===== src/include/drr_pkg.sv =====
// Constants of the deserializer's address and reset control registers.
// Assumes an I2C target engine elsewhere that turns bus transfers into byte accesses.
// Function
// - Own 7-bit target address lives in bits 7:1 of the address register, reset 0x60.
// - Select bit 0 low uses strapped address; high lets the programmed address win.
// - Writing 1 to reset register bit 5 powers down analog; writing 0 powers it back up.
// - Power-down bit is written only by local port writes; remote writes ignored, but a remote full reset clears it.
// - Bit 1 resets digital logic but keeps registers, then clears itself.
// - Bit 0 resets digital logic and all registers to defaults, then clears itself.
package drr_pkg;
  localparam int unsigned REG_ADDR_W        = 8;
  localparam int unsigned REG_DATA_W        = 8;
  localparam int unsigned TARGET_ADDR_W     = 7;
  localparam logic [7:0]  OFS_TARGET_ADDR   = 8'h00;
  localparam logic [7:0]  OFS_RESET_POWER   = 8'h01;
  localparam int unsigned TA_ADDR_MSB       = 7;
  localparam int unsigned TA_ADDR_LSB       = 1;
  localparam int unsigned TA_SELECT_BIT     = 0;
  localparam int unsigned RP_POWER_DOWN_BIT = 5;
  localparam int unsigned RP_LOGIC_RST_BIT  = 1;
  localparam int unsigned RP_FULL_RST_BIT   = 0;
  localparam logic [6:0]  TA_ADDR_RESET     = 7'h60;
  localparam logic        TA_SELECT_RESET   = 1'h0;
  localparam logic        RP_POWER_RESET    = 1'h0;
  localparam logic [7:0]  UNMAPPED_RDATA    = 8'h00;
  localparam int unsigned SYNC_STAGES       = 2;

  typedef enum logic [2:0] {
    DRR_RST_IDLE  = 3'b001,
    DRR_RST_LOGIC = 3'b010,
    DRR_RST_FULL  = 3'b100
  } drr_rst_state_t;
endpackage


===== src/rtl/drr_regs.sv =====
// Address selection and reset/power control registers of the deserializer.
// Assumes a byte access port from the I2C target engine, with a local/remote source flag.
`timescale 1ns/1ps
`default_nettype none
module drr_regs #(
  parameter int unsigned ADDR_W = drr_pkg::TARGET_ADDR_W
) (
  input  wire logic                           ref_clk,
  input  wire logic                           rst_b,
  input  wire logic                           reg_wr_en,
  input  wire logic                           reg_wr_local,
  input  wire logic                           reg_rd_en,
  input  wire logic [drr_pkg::REG_ADDR_W-1:0] reg_addr,
  input  wire logic [drr_pkg::REG_DATA_W-1:0] reg_wdata,
  input  wire logic [ADDR_W-1:0]              address_strap_input,
  output var  logic [drr_pkg::REG_DATA_W-1:0] reg_rdata,
  output var  logic                           reg_rd_valid,
  output var  logic [ADDR_W-1:0]              active_target_address,
  output var  logic                           analog_power_down,
  output var  logic                           logic_reset_pulse,
  output var  logic                           register_reset_pulse
);
  import drr_pkg::*;

  function automatic logic hit(input logic [REG_ADDR_W-1:0] a, input logic [7:0] ofs);
    hit = (a == ofs);
  endfunction

  // Full reset wins when both reset bits arrive in one byte
  function automatic drr_rst_state_t rst_request(input logic [REG_DATA_W-1:0] wdata);
    drr_rst_state_t kind;
    kind = DRR_RST_IDLE;
    if (wdata[RP_FULL_RST_BIT]) begin
      kind = DRR_RST_FULL;
    end else if (wdata[RP_LOGIC_RST_BIT]) begin
      kind = DRR_RST_LOGIC;
    end
    rst_request = kind;
  endfunction

  // Byte image of the address register
  function automatic logic [REG_DATA_W-1:0] pack_target(input logic [ADDR_W-1:0] addr, input logic sel);
    logic [REG_DATA_W-1:0] word;
    word                          = UNMAPPED_RDATA;
    word[TA_ADDR_MSB:TA_ADDR_LSB] = addr;
    word[TA_SELECT_BIT]           = sel;
    pack_target = word;
  endfunction

  // Byte image of the reset register; reserved bits read zero
  function automatic logic [REG_DATA_W-1:0] pack_reset(input logic pd, input drr_rst_state_t st);
    logic [REG_DATA_W-1:0] word;
    word                    = UNMAPPED_RDATA;
    word[RP_POWER_DOWN_BIT] = pd;
    word[RP_LOGIC_RST_BIT]  = (st == DRR_RST_LOGIC);
    word[RP_FULL_RST_BIT]   = (st == DRR_RST_FULL);
    pack_reset = word;
  endfunction

  // Programmed address wins only when the select bit is set
  function automatic logic [ADDR_W-1:0] pick_address(input logic              sel,
                                                     input logic [ADDR_W-1:0] prog,
                                                     input logic [ADDR_W-1:0] strap);
    if (sel) begin
      pick_address = prog;
    end else begin
      pick_address = strap;
    end
  endfunction

  logic [ADDR_W-1:0]  strapped_address_value;
  logic [ADDR_W-1:0]  target_addr_reg;
  logic               address_source_select_reg;
  logic               power_down_reg;
  drr_rst_state_t     rst_state_reg;
  drr_rst_state_t     rst_state_next;
  logic               wr_target;
  logic               wr_reset;
  logic               full_rst;
  logic [ADDR_W-1:0]  active_addr_next;
  logic [7:0]         rdata_next;

  // Strap pins come from outside the clock domain
  drr_sync #(
    .WIDTH(ADDR_W)
  ) i_drr_sync (
    .ref_clk  (ref_clk),
    .rst_b    (rst_b),
    .async_in (address_strap_input),
    .sync_out (strapped_address_value)
  );

  assign wr_target = reg_wr_en && hit(reg_addr, OFS_TARGET_ADDR);
  assign wr_reset  = reg_wr_en && hit(reg_addr, OFS_RESET_POWER);
  assign full_rst  = (rst_state_reg == DRR_RST_FULL);

  // Full reset takes priority when both reset bits are written together
  always_comb begin
    rst_state_next = DRR_RST_IDLE;
    if (wr_reset) begin
      rst_state_next = rst_request(reg_wdata);
    end
  end

  // Each reset state lasts exactly one cycle, so the bits clear themselves
  always_ff @(posedge ref_clk) begin
    if (!rst_b) begin
      rst_state_reg <= DRR_RST_IDLE;
    end else begin
      case (rst_state_reg)
        DRR_RST_IDLE:  rst_state_reg <= rst_state_next;
        DRR_RST_LOGIC: rst_state_reg <= DRR_RST_IDLE;
        DRR_RST_FULL:  rst_state_reg <= DRR_RST_IDLE;
        default:       rst_state_reg <= DRR_RST_IDLE;
      endcase
    end
  end

  // Pulses line up with the reset state; both reset logic, only one the registers
  // Writes during a reset cycle start nothing new
  always_ff @(posedge ref_clk) begin
    if (!rst_b) begin
      logic_reset_pulse <= 1'b0;
    end else begin
      logic_reset_pulse <= (rst_state_reg == DRR_RST_IDLE) && (rst_state_next != DRR_RST_IDLE);
    end
  end

  // Only the full reset reaches the configuration registers
  always_ff @(posedge ref_clk) begin
    if (!rst_b) begin
      register_reset_pulse <= 1'b0;
    end else begin
      register_reset_pulse <= (rst_state_reg == DRR_RST_IDLE) && (rst_state_next == DRR_RST_FULL);
    end
  end

  // Register reset wins over a write in the same cycle
  always_ff @(posedge ref_clk) begin
    if (!rst_b || full_rst) begin
      target_addr_reg <= TA_ADDR_RESET;
    end else if (wr_target) begin
      target_addr_reg <= reg_wdata[TA_ADDR_MSB:TA_ADDR_LSB];
    end
  end

  // Select falls back to the strap on full reset
  always_ff @(posedge ref_clk) begin
    if (!rst_b || full_rst) begin
      address_source_select_reg <= TA_SELECT_RESET;
    end else if (wr_target) begin
      address_source_select_reg <= reg_wdata[TA_SELECT_BIT];
    end
  end

  // Remote writes leave the power-down bit untouched unless they request a full reset, which clears it
  always_ff @(posedge ref_clk) begin
    if (!rst_b || full_rst) begin
      power_down_reg <= RP_POWER_RESET;
    end else if (wr_reset && reg_wr_local) begin
      power_down_reg <= reg_wdata[RP_POWER_DOWN_BIT];
    end
  end

  always_comb begin
    active_addr_next = pick_address(address_source_select_reg, target_addr_reg, strapped_address_value);
  end

  // Registered so the address never glitches while the select bit flips
  always_ff @(posedge ref_clk) begin
    if (!rst_b) begin
      active_target_address <= TA_ADDR_RESET;
    end else begin
      active_target_address <= active_addr_next;
    end
  end

  // One cycle behind the register; the analog side is slow anyway
  always_ff @(posedge ref_clk) begin
    if (!rst_b) begin
      analog_power_down <= RP_POWER_RESET;
    end else begin
      analog_power_down <= power_down_reg;
    end
  end

  // Reset bits read one only while their pulse is still pending
  always_comb begin
    rdata_next = UNMAPPED_RDATA;
    if (hit(reg_addr, OFS_TARGET_ADDR)) begin
      rdata_next = pack_target(target_addr_reg, address_source_select_reg);
    end else if (hit(reg_addr, OFS_RESET_POWER)) begin
      rdata_next = pack_reset(power_down_reg, rst_state_reg);
    end
  end

  // Read data holds until the next read
  always_ff @(posedge ref_clk) begin
    if (!rst_b) begin
      reg_rdata <= UNMAPPED_RDATA;
    end else if (reg_rd_en) begin
      reg_rdata <= rdata_next;
    end
  end

  // Valid is a one-cycle answer to each read strobe
  always_ff @(posedge ref_clk) begin
    if (!rst_b) begin
      reg_rd_valid <= 1'b0;
    end else begin
      reg_rd_valid <= reg_rd_en;
    end
  end
endmodule
`default_nettype wire


===== src/rtl/drr_sync.sv =====
// Multi-bit two-flop synchroniser for slow static levels such as straps.
// Assumes each bit changes rarely; no coherency across bits is promised.
`timescale 1ns/1ps
`default_nettype none
module drr_sync #(
  parameter int unsigned WIDTH = 7
) (
  input  wire logic             ref_clk,
  input  wire logic             rst_b,
  input  wire logic [WIDTH-1:0] async_in,
  output var  logic [WIDTH-1:0] sync_out
);
  logic [WIDTH-1:0] meta_reg;

  // First stage feeds the second stage only
  always_ff @(posedge ref_clk) begin
    if (!rst_b) begin
      meta_reg <= '0;
      sync_out <= '0;
    end else begin
      meta_reg <= async_in;
      sync_out <= meta_reg;
    end
  end
endmodule
`default_nettype wire


===== config.mk =====
export PLATFORM = sky130hd
export DESIGN_NAME = drr_regs
export DESIGN_NICKNAME = d
export VERILOG_FILES = /design/src/include/drr_pkg.sv /design/src/rtl/drr_regs.sv /design/src/rtl/drr_sync.sv
export SDC_FILE = /design/constraint.sdc
export NUM_CORES = 1
export LEC_CHECK = 0
export BUFFER_PORTS_ARGS = -buffer_cell sky130_fd_sc_hd__buf_2
export CORE_MARGIN = 8
export CORE_UTILIZATION = 50
export DETAILED_ROUTE_END_ITERATION = 6
export MAX_ROUTING_LAYER = met4
export PLACE_DENSITY = 0.84
export SLEW_MARGIN = 10
export SYNTH_ARGS = -nofsm -noshare
export SYNTH_HDL_FRONTEND = slang
export SYNTH_SLANG_ARGS = --single-unit

===== constraint.sdc =====
create_clock -name ref_clk -period 1.7 [get_ports ref_clk]
set_input_delay 0.085 -clock ref_clk [delete_from_list [all_inputs] [get_ports ref_clk]]
set_output_delay 0.085 -clock ref_clk [all_outputs]
set_load 0.02 [all_outputs]

# Word level (Yosys, flattened, before mapping)
# Index checks and enable logic that the tools add are counted.
# word_totals
wordCells	33
output_inout_bits	19
regBits	45
inputBits	28
# op_classes
n_eq_ne	6
muxes	6
n_reduce_logical	9
# op_table
op	count
8-bit by 1-bit == test with 1-bit output (second input constant)	1
8-bit zero test	1
8-bit two-way mux	1
7-bit two-way mux	1
3-bit == test (second input constant)	2
3-bit two-way mux	2
6-bit two-way mux	1
1-bit logical AND	5
3-bit by 1-bit == test with 1-bit output (second input constant)	1
3-bit by 2-bit == test with 1-bit output (second input constant)	1
3-bit by 1-bit != test with 1-bit output (second input constant)	1
2-bit two-way mux	1
2-bit AND reduction	1
1-bit zero test	1
1-bit logical OR	1

# Depth between registers and ports, before layout
# logic_depth
depth_word	5
ltp_mapped	4
mapped_depth_nobuf	3

# Modules after synthesis
# Synthesis repeated with hierarchy kept, for this count alone.
# unflattened
cells_unflattened	146
hier_area_um2	1600.3
# by_module_without_submodules
module	cells_each	seq_area_each_um2	n_inst	area_each_um2
drr_regs	117	620.6	1	1208.7
drr_sync	29	280.3	1	391.6

# Least setup slack after synthesis
# OpenSTA, ideal clock, no wires.
# synth_timing
path_kind	input-to-reg
from	in reg_addr[6] (netlist bit)
to	reg address_source_select_reg
cell_stages	4
n_path_buf	1
setup_slack_ps	154
required_ps	1628
arrival_time_ps	1474
setup_time_ps	72
path_cell_list	or4_1 > buf_2 > nor4_4 > mux2i_1
# synth_via
elab_chain_len	2
# synth_rtl
item	line_no	source
start, declared	drr_regs.sv:13	input wire logic [drr_pkg::REG_ADDR_W-1:0] reg_addr,
8-bit zero test	drr_regs.sv:26	hit = (a == ofs);
1-bit logical AND	drr_regs.sv:93	assign wr_target = reg_wr_en && hit(reg_addr, OFS_TARGET_ADDR);
end signal, assigned	drr_regs.sv:152	address_source_select_reg <= reg_wdata[TA_SELECT_BIT];
end, declared	drr_regs.sv:73	logic address_source_select_reg;
# Every way passes these cells.
# A chain may end at the register's enable or synchronous reset.

# Final worst setup path
# layout_timing
from	reg rst_state_reg[2]
to	reg target_addr_reg[4]
# layout_via
elab_chain_len	2
# layout_rtl
item	line_no	source
start, declared	drr_regs.sv:75	drr_rst_state_t rst_state_reg;
start signal, assigned	drr_regs.sv:111	DRR_RST_IDLE: rst_state_reg <= rst_state_next;
3-bit == test	drr_regs.sv:95	assign full_rst = (rst_state_reg == DRR_RST_FULL);
1-bit logical OR	drr_regs.sv:140	if (!rst_b || full_rst) begin
end signal, assigned	drr_regs.sv:143	target_addr_reg <= reg_wdata[TA_ADDR_MSB:TA_ADDR_LSB];
end, declared	drr_regs.sv:72	logic [ADDR_W-1:0] target_addr_reg;
# Every way passes these cells.

==> impl_results.md <==
* CTS tree: built
* Avg Vias per Cell at between 4 and 5
* Number of top-level design ports at 47
* Maximum VDD drop at roughly 520 µV
* Worst setup timing slack at the placement stage at between 90 and 100 ps
* Count of different cell masters after synthesis at 26
* Cell area after synthesis at 1650 µm²
* Half-perimeter wire length after detailed placement at between 2000 and 3000 µm
* Aggregate negative setup slack at 0 ps
* Post-CTS Repair Setup Buffers at 0
* Diodes inserted at 0
* Relative slew slack at between 60% and 70%
* Count of buffer and inverter cells on the critical path at 0
* Total die area at between 5000 and 6000 µm²
* Category of cells accounting for the largest share of critical-path delay: simple AND/OR/NAND/NOR gates
* FF-to-FF path depth at 3
* Worst Setup Slack, final at about 370 ps
* Post-Syn Instances at 164
* Combined global-route utilization of all metal layers at between 10 and 15%
* Most area-hungry cell type in the Yosys netlist: sky130_fd_sc_hd__dfxtp_1
* Number of H-tree branching levels at 2
* Synth Flop Type: sky130_fd_sc_hd__dfxtp_1
* Largest fanout on the critical path at 13
* Wire length of the first global-routing pass at between 5000 and 6000 µm
* Final Hold Slack at 27.7 ps
* Slew at the pin closest to its max-slew limit at 495 ps
* Number of gates resized after CTS at 0
* Crit start category: register
* Top post-synthesis cells by area: sky130_fd_sc_hd__dfxtp_1 (55%), sky130_fd_sc_hd__mux2i_1 (11%), sky130_fd_sc_hd__and2_1 (6.1%)
* Pins Over Slew Limit at 0
* Fin nets at 253
* Crit share post-route at between 70 and 80%
* Detailed-route DRC error count at 0
* Initial antenna violation count at 0
* Register with the highest flop count: reg_rdata
* Async set-reset flop share out of synthesis at 0%
* Arrival time at the worst endpoint at 1570 ps
* Portion of the post-synthesis area used by sequential elements at between 50% and 60%
* Die X-Extent at about 73 µm
* Max-cap violations at 0
* Clock-pin slew of the registers on the worst-case setup and hold paths at 120 ps
* Required time at the worst-slack endpoint at 1940 ps
* Proportion of layout cells with a drive suffix above 1 at around a quarter
* Number of global-route vias before repair at roughly 1300
* Clk root buf: sky130_fd_sc_hd__clkbuf_4
* Fin Clk Skew at roughly 5.2 ps
* CTS sink count at 45
* Final critical-path required period at 1330 ps
* CTS Hold Buffers Added at 13
* Number of cells on the worst hold path at 3
* Placeable Area at approximately 3300 µm²
* Area share of the leading cell type in the synthesized netlist at approximately 55%
* Latest clock arrival within the worst-skew pair at about 340 ps
* Initial Utilization at 50.6%
* Total Routed Length at roughly 3500 µm
* Outcome: finished clean
* Kind of end point of the critical path: register
* Growth of design area from synthesis to finish at 29.0%
* Clock buffers created by TritonCTS at 5
* Power density over the cells at between 700 and 800 nW/µm²
* Number of gates on the worst path with buffers counted at 3
* Number of standard-cell rows in the floorplan at 21
* Critical path, cell by cell: or3b_2 > nand3_1 > mux2i_1
* Number of vias after detailed routing at ~1300
* Die Y-Extent at 73.4 µm
* Count of fill cells added during filler insertion at about 280
* F_max at ~0.75 GHz
* Crit path max-delay cell type: sky130_fd_sc_hd__or3b_2
* Setup violators final at 0
* Antenna-violating nets left at 0
* Synth warnings at 0
* Number of nets produced by synthesis at roughly 190
* Classification of the worst setup path: register to register
* Number of buffers inserted by port buffering at 46
* Class of the most critical hold timing path: input port to register
* Number of enable-type register cells in the synthesized netlist at 0
* Post-synthesis average cell area at between 10 and 15 µm²
* CTS max path bufs at 2
* RSZ-0062 raised after global routing: no
* Post-DR wirelength/cell at 13.0 µm
* Max reg flops at 8
* Hold Vio Cnt, Final at 0
* Crit-path max cell delay at about 600 ps
* DRT iter0 DRCs at 54
* Placer Congestion at ~0.81
* #FFs+latches synth at 45
* Pleak at approximately 0.00089 µW
* Total congestion overflow after global routing at 0
* Drt first pass iters at 4
* Largest net degree at the start of global routing at 34
## metrics by stage
stage | instance area [µm²] | power, µW | instances | utilization, %
2_1_floorplan | 1650 | 1170 | 164 | -
3_3_place_gp | 1950 | 1220 | 251 | 59.8
3_5_place_dp | 1950 | 1230 | 251 | 59.8
4_1_cts | 2130 | 1710 | 272 | 65.3
5_1_grt | 2130 | 1780 | 272 | 65.3
6_report | 2130 | 1700 | 272 | 65.3
## final timing paths
kind                          start                     end  slack, ps
min reg2reg  i_drr_sync.meta_reg[6]  i_drr_sync.sync_out[6]        440
max                rst_state_reg[2]      target_addr_reg[4]        370
max reg2reg        rst_state_reg[2]      target_addr_reg[4]        370
min                    reg_wdata[7]      target_addr_reg[6]         30
## cells by family after synthesis
group                  synth area share (%)
flip-flops                             54.6
buffers and inverters                  3.26
AND/OR/NAND/NOR                        27.8
AO/OA/AOI/OAI                          2.73
multiplexers                           11.6
## power by group
part	leakage [µW]	switching, µW	internal, µW	total [µW]
sequential	0.000367	4.89	1080	1080
clock	0.0000265	308	165	473
combinational	0.000493	70.4	72.0	142
total	0.000887	383	1310	1700
## Yosys cell counts (2+ instances only)
| cell type | number |
|---|---|
| sky130_fd_sc_hd__clkbuf_1 | 8 |
| sky130_fd_sc_hd__nor3b_1 | 3 |
| sky130_fd_sc_hd__dfxtp_1 | 45 |
| sky130_fd_sc_hd__or4_1 | 6 |
| sky130_fd_sc_hd__mux2i_1 | 18 |
| sky130_fd_sc_hd__and2_1 | 16 |
| sky130_fd_sc_hd__a21oi_1 | 6 |
| sky130_fd_sc_hd__nand4_1 | 2 |
| sky130_fd_sc_hd__o31ai_1 | 2 |
| sky130_fd_sc_hd__nand3b_1 | 2 |
| sky130_fd_sc_hd__nor2_1 | 9 |
| sky130_fd_sc_hd__nor3_1 | 5 |
| sky130_fd_sc_hd__nand2_1 | 9 |
| sky130_fd_sc_hd__nand3_1 | 13 |
| sky130_fd_sc_hd__inv_1 | 4 |
| sky130_fd_sc_hd__nand2b_1 | 6 |
## cells in the final DEF (no fill, tap or decap)
master and n:
sky130_fd_sc_hd__nand3_1 13, sky130_fd_sc_hd__nor4_1 1, sky130_fd_sc_hd__nor2_1 9, sky130_fd_sc_hd__buf_2 46, sky130_fd_sc_hd__and4_1 1, sky130_fd_sc_hd__nor4bb_1 1, sky130_fd_sc_hd__dfxtp_1 45, sky130_fd_sc_hd__nor4_4 1
sky130_fd_sc_hd__mux2i_1 18, sky130_fd_sc_hd__or2_2 1, sky130_fd_sc_hd__o31ai_1 2, sky130_fd_sc_hd__or3_1 1, sky130_fd_sc_hd__nor3_1 5, sky130_fd_sc_hd__nand3b_1 2, sky130_fd_sc_hd__nor3b_1 3, sky130_fd_sc_hd__buf_4 4
sky130_fd_sc_hd__nand2_1 9, sky130_fd_sc_hd__nand4_1 2, sky130_fd_sc_hd__mux2_2 1, sky130_fd_sc_hd__dlygate4sd3_1 13, sky130_fd_sc_hd__or3b_2 1, sky130_fd_sc_hd__clkbuf_4 5, sky130_fd_sc_hd__nand2b_1 6, sky130_fd_sc_hd__and2_1 16
sky130_fd_sc_hd__or4_1 6, sky130_fd_sc_hd__inv_1 4, sky130_fd_sc_hd__buf_12 1, sky130_fd_sc_hd__a21oi_1 6, sky130_fd_sc_hd__clkbuf_1 3
## area by class of cell
cell class	count	area, µm²	area share, %
sequential	45	901	42.4
inverter	4	15.0	0.706
multi-input combinational	105	694	32.6
timing repair buffer	64	410	19.3
tap	46	57.6	2.71
clock buffer	8	48.8	2.29
## per-layer routing
metal  global-route usage, %  vias to the layer above  wire length, µm
met5                       -                        -                0
met4                    9.09                        0               89
met1                    16.2                      581             1560
li1                        -                      685                -
met3                    5.59                       10              348
met2                    21.1                       53             1540
## worst reg2reg max path: cells and delay by family (launching register included)
| kind | cells | cell delay, ps |
|---|---|---|
| mux | 1 | 90 |
| flops | 1 | 380 |
| simple gates | 2 | 760 |
Power figures use the tool's default switching activity.
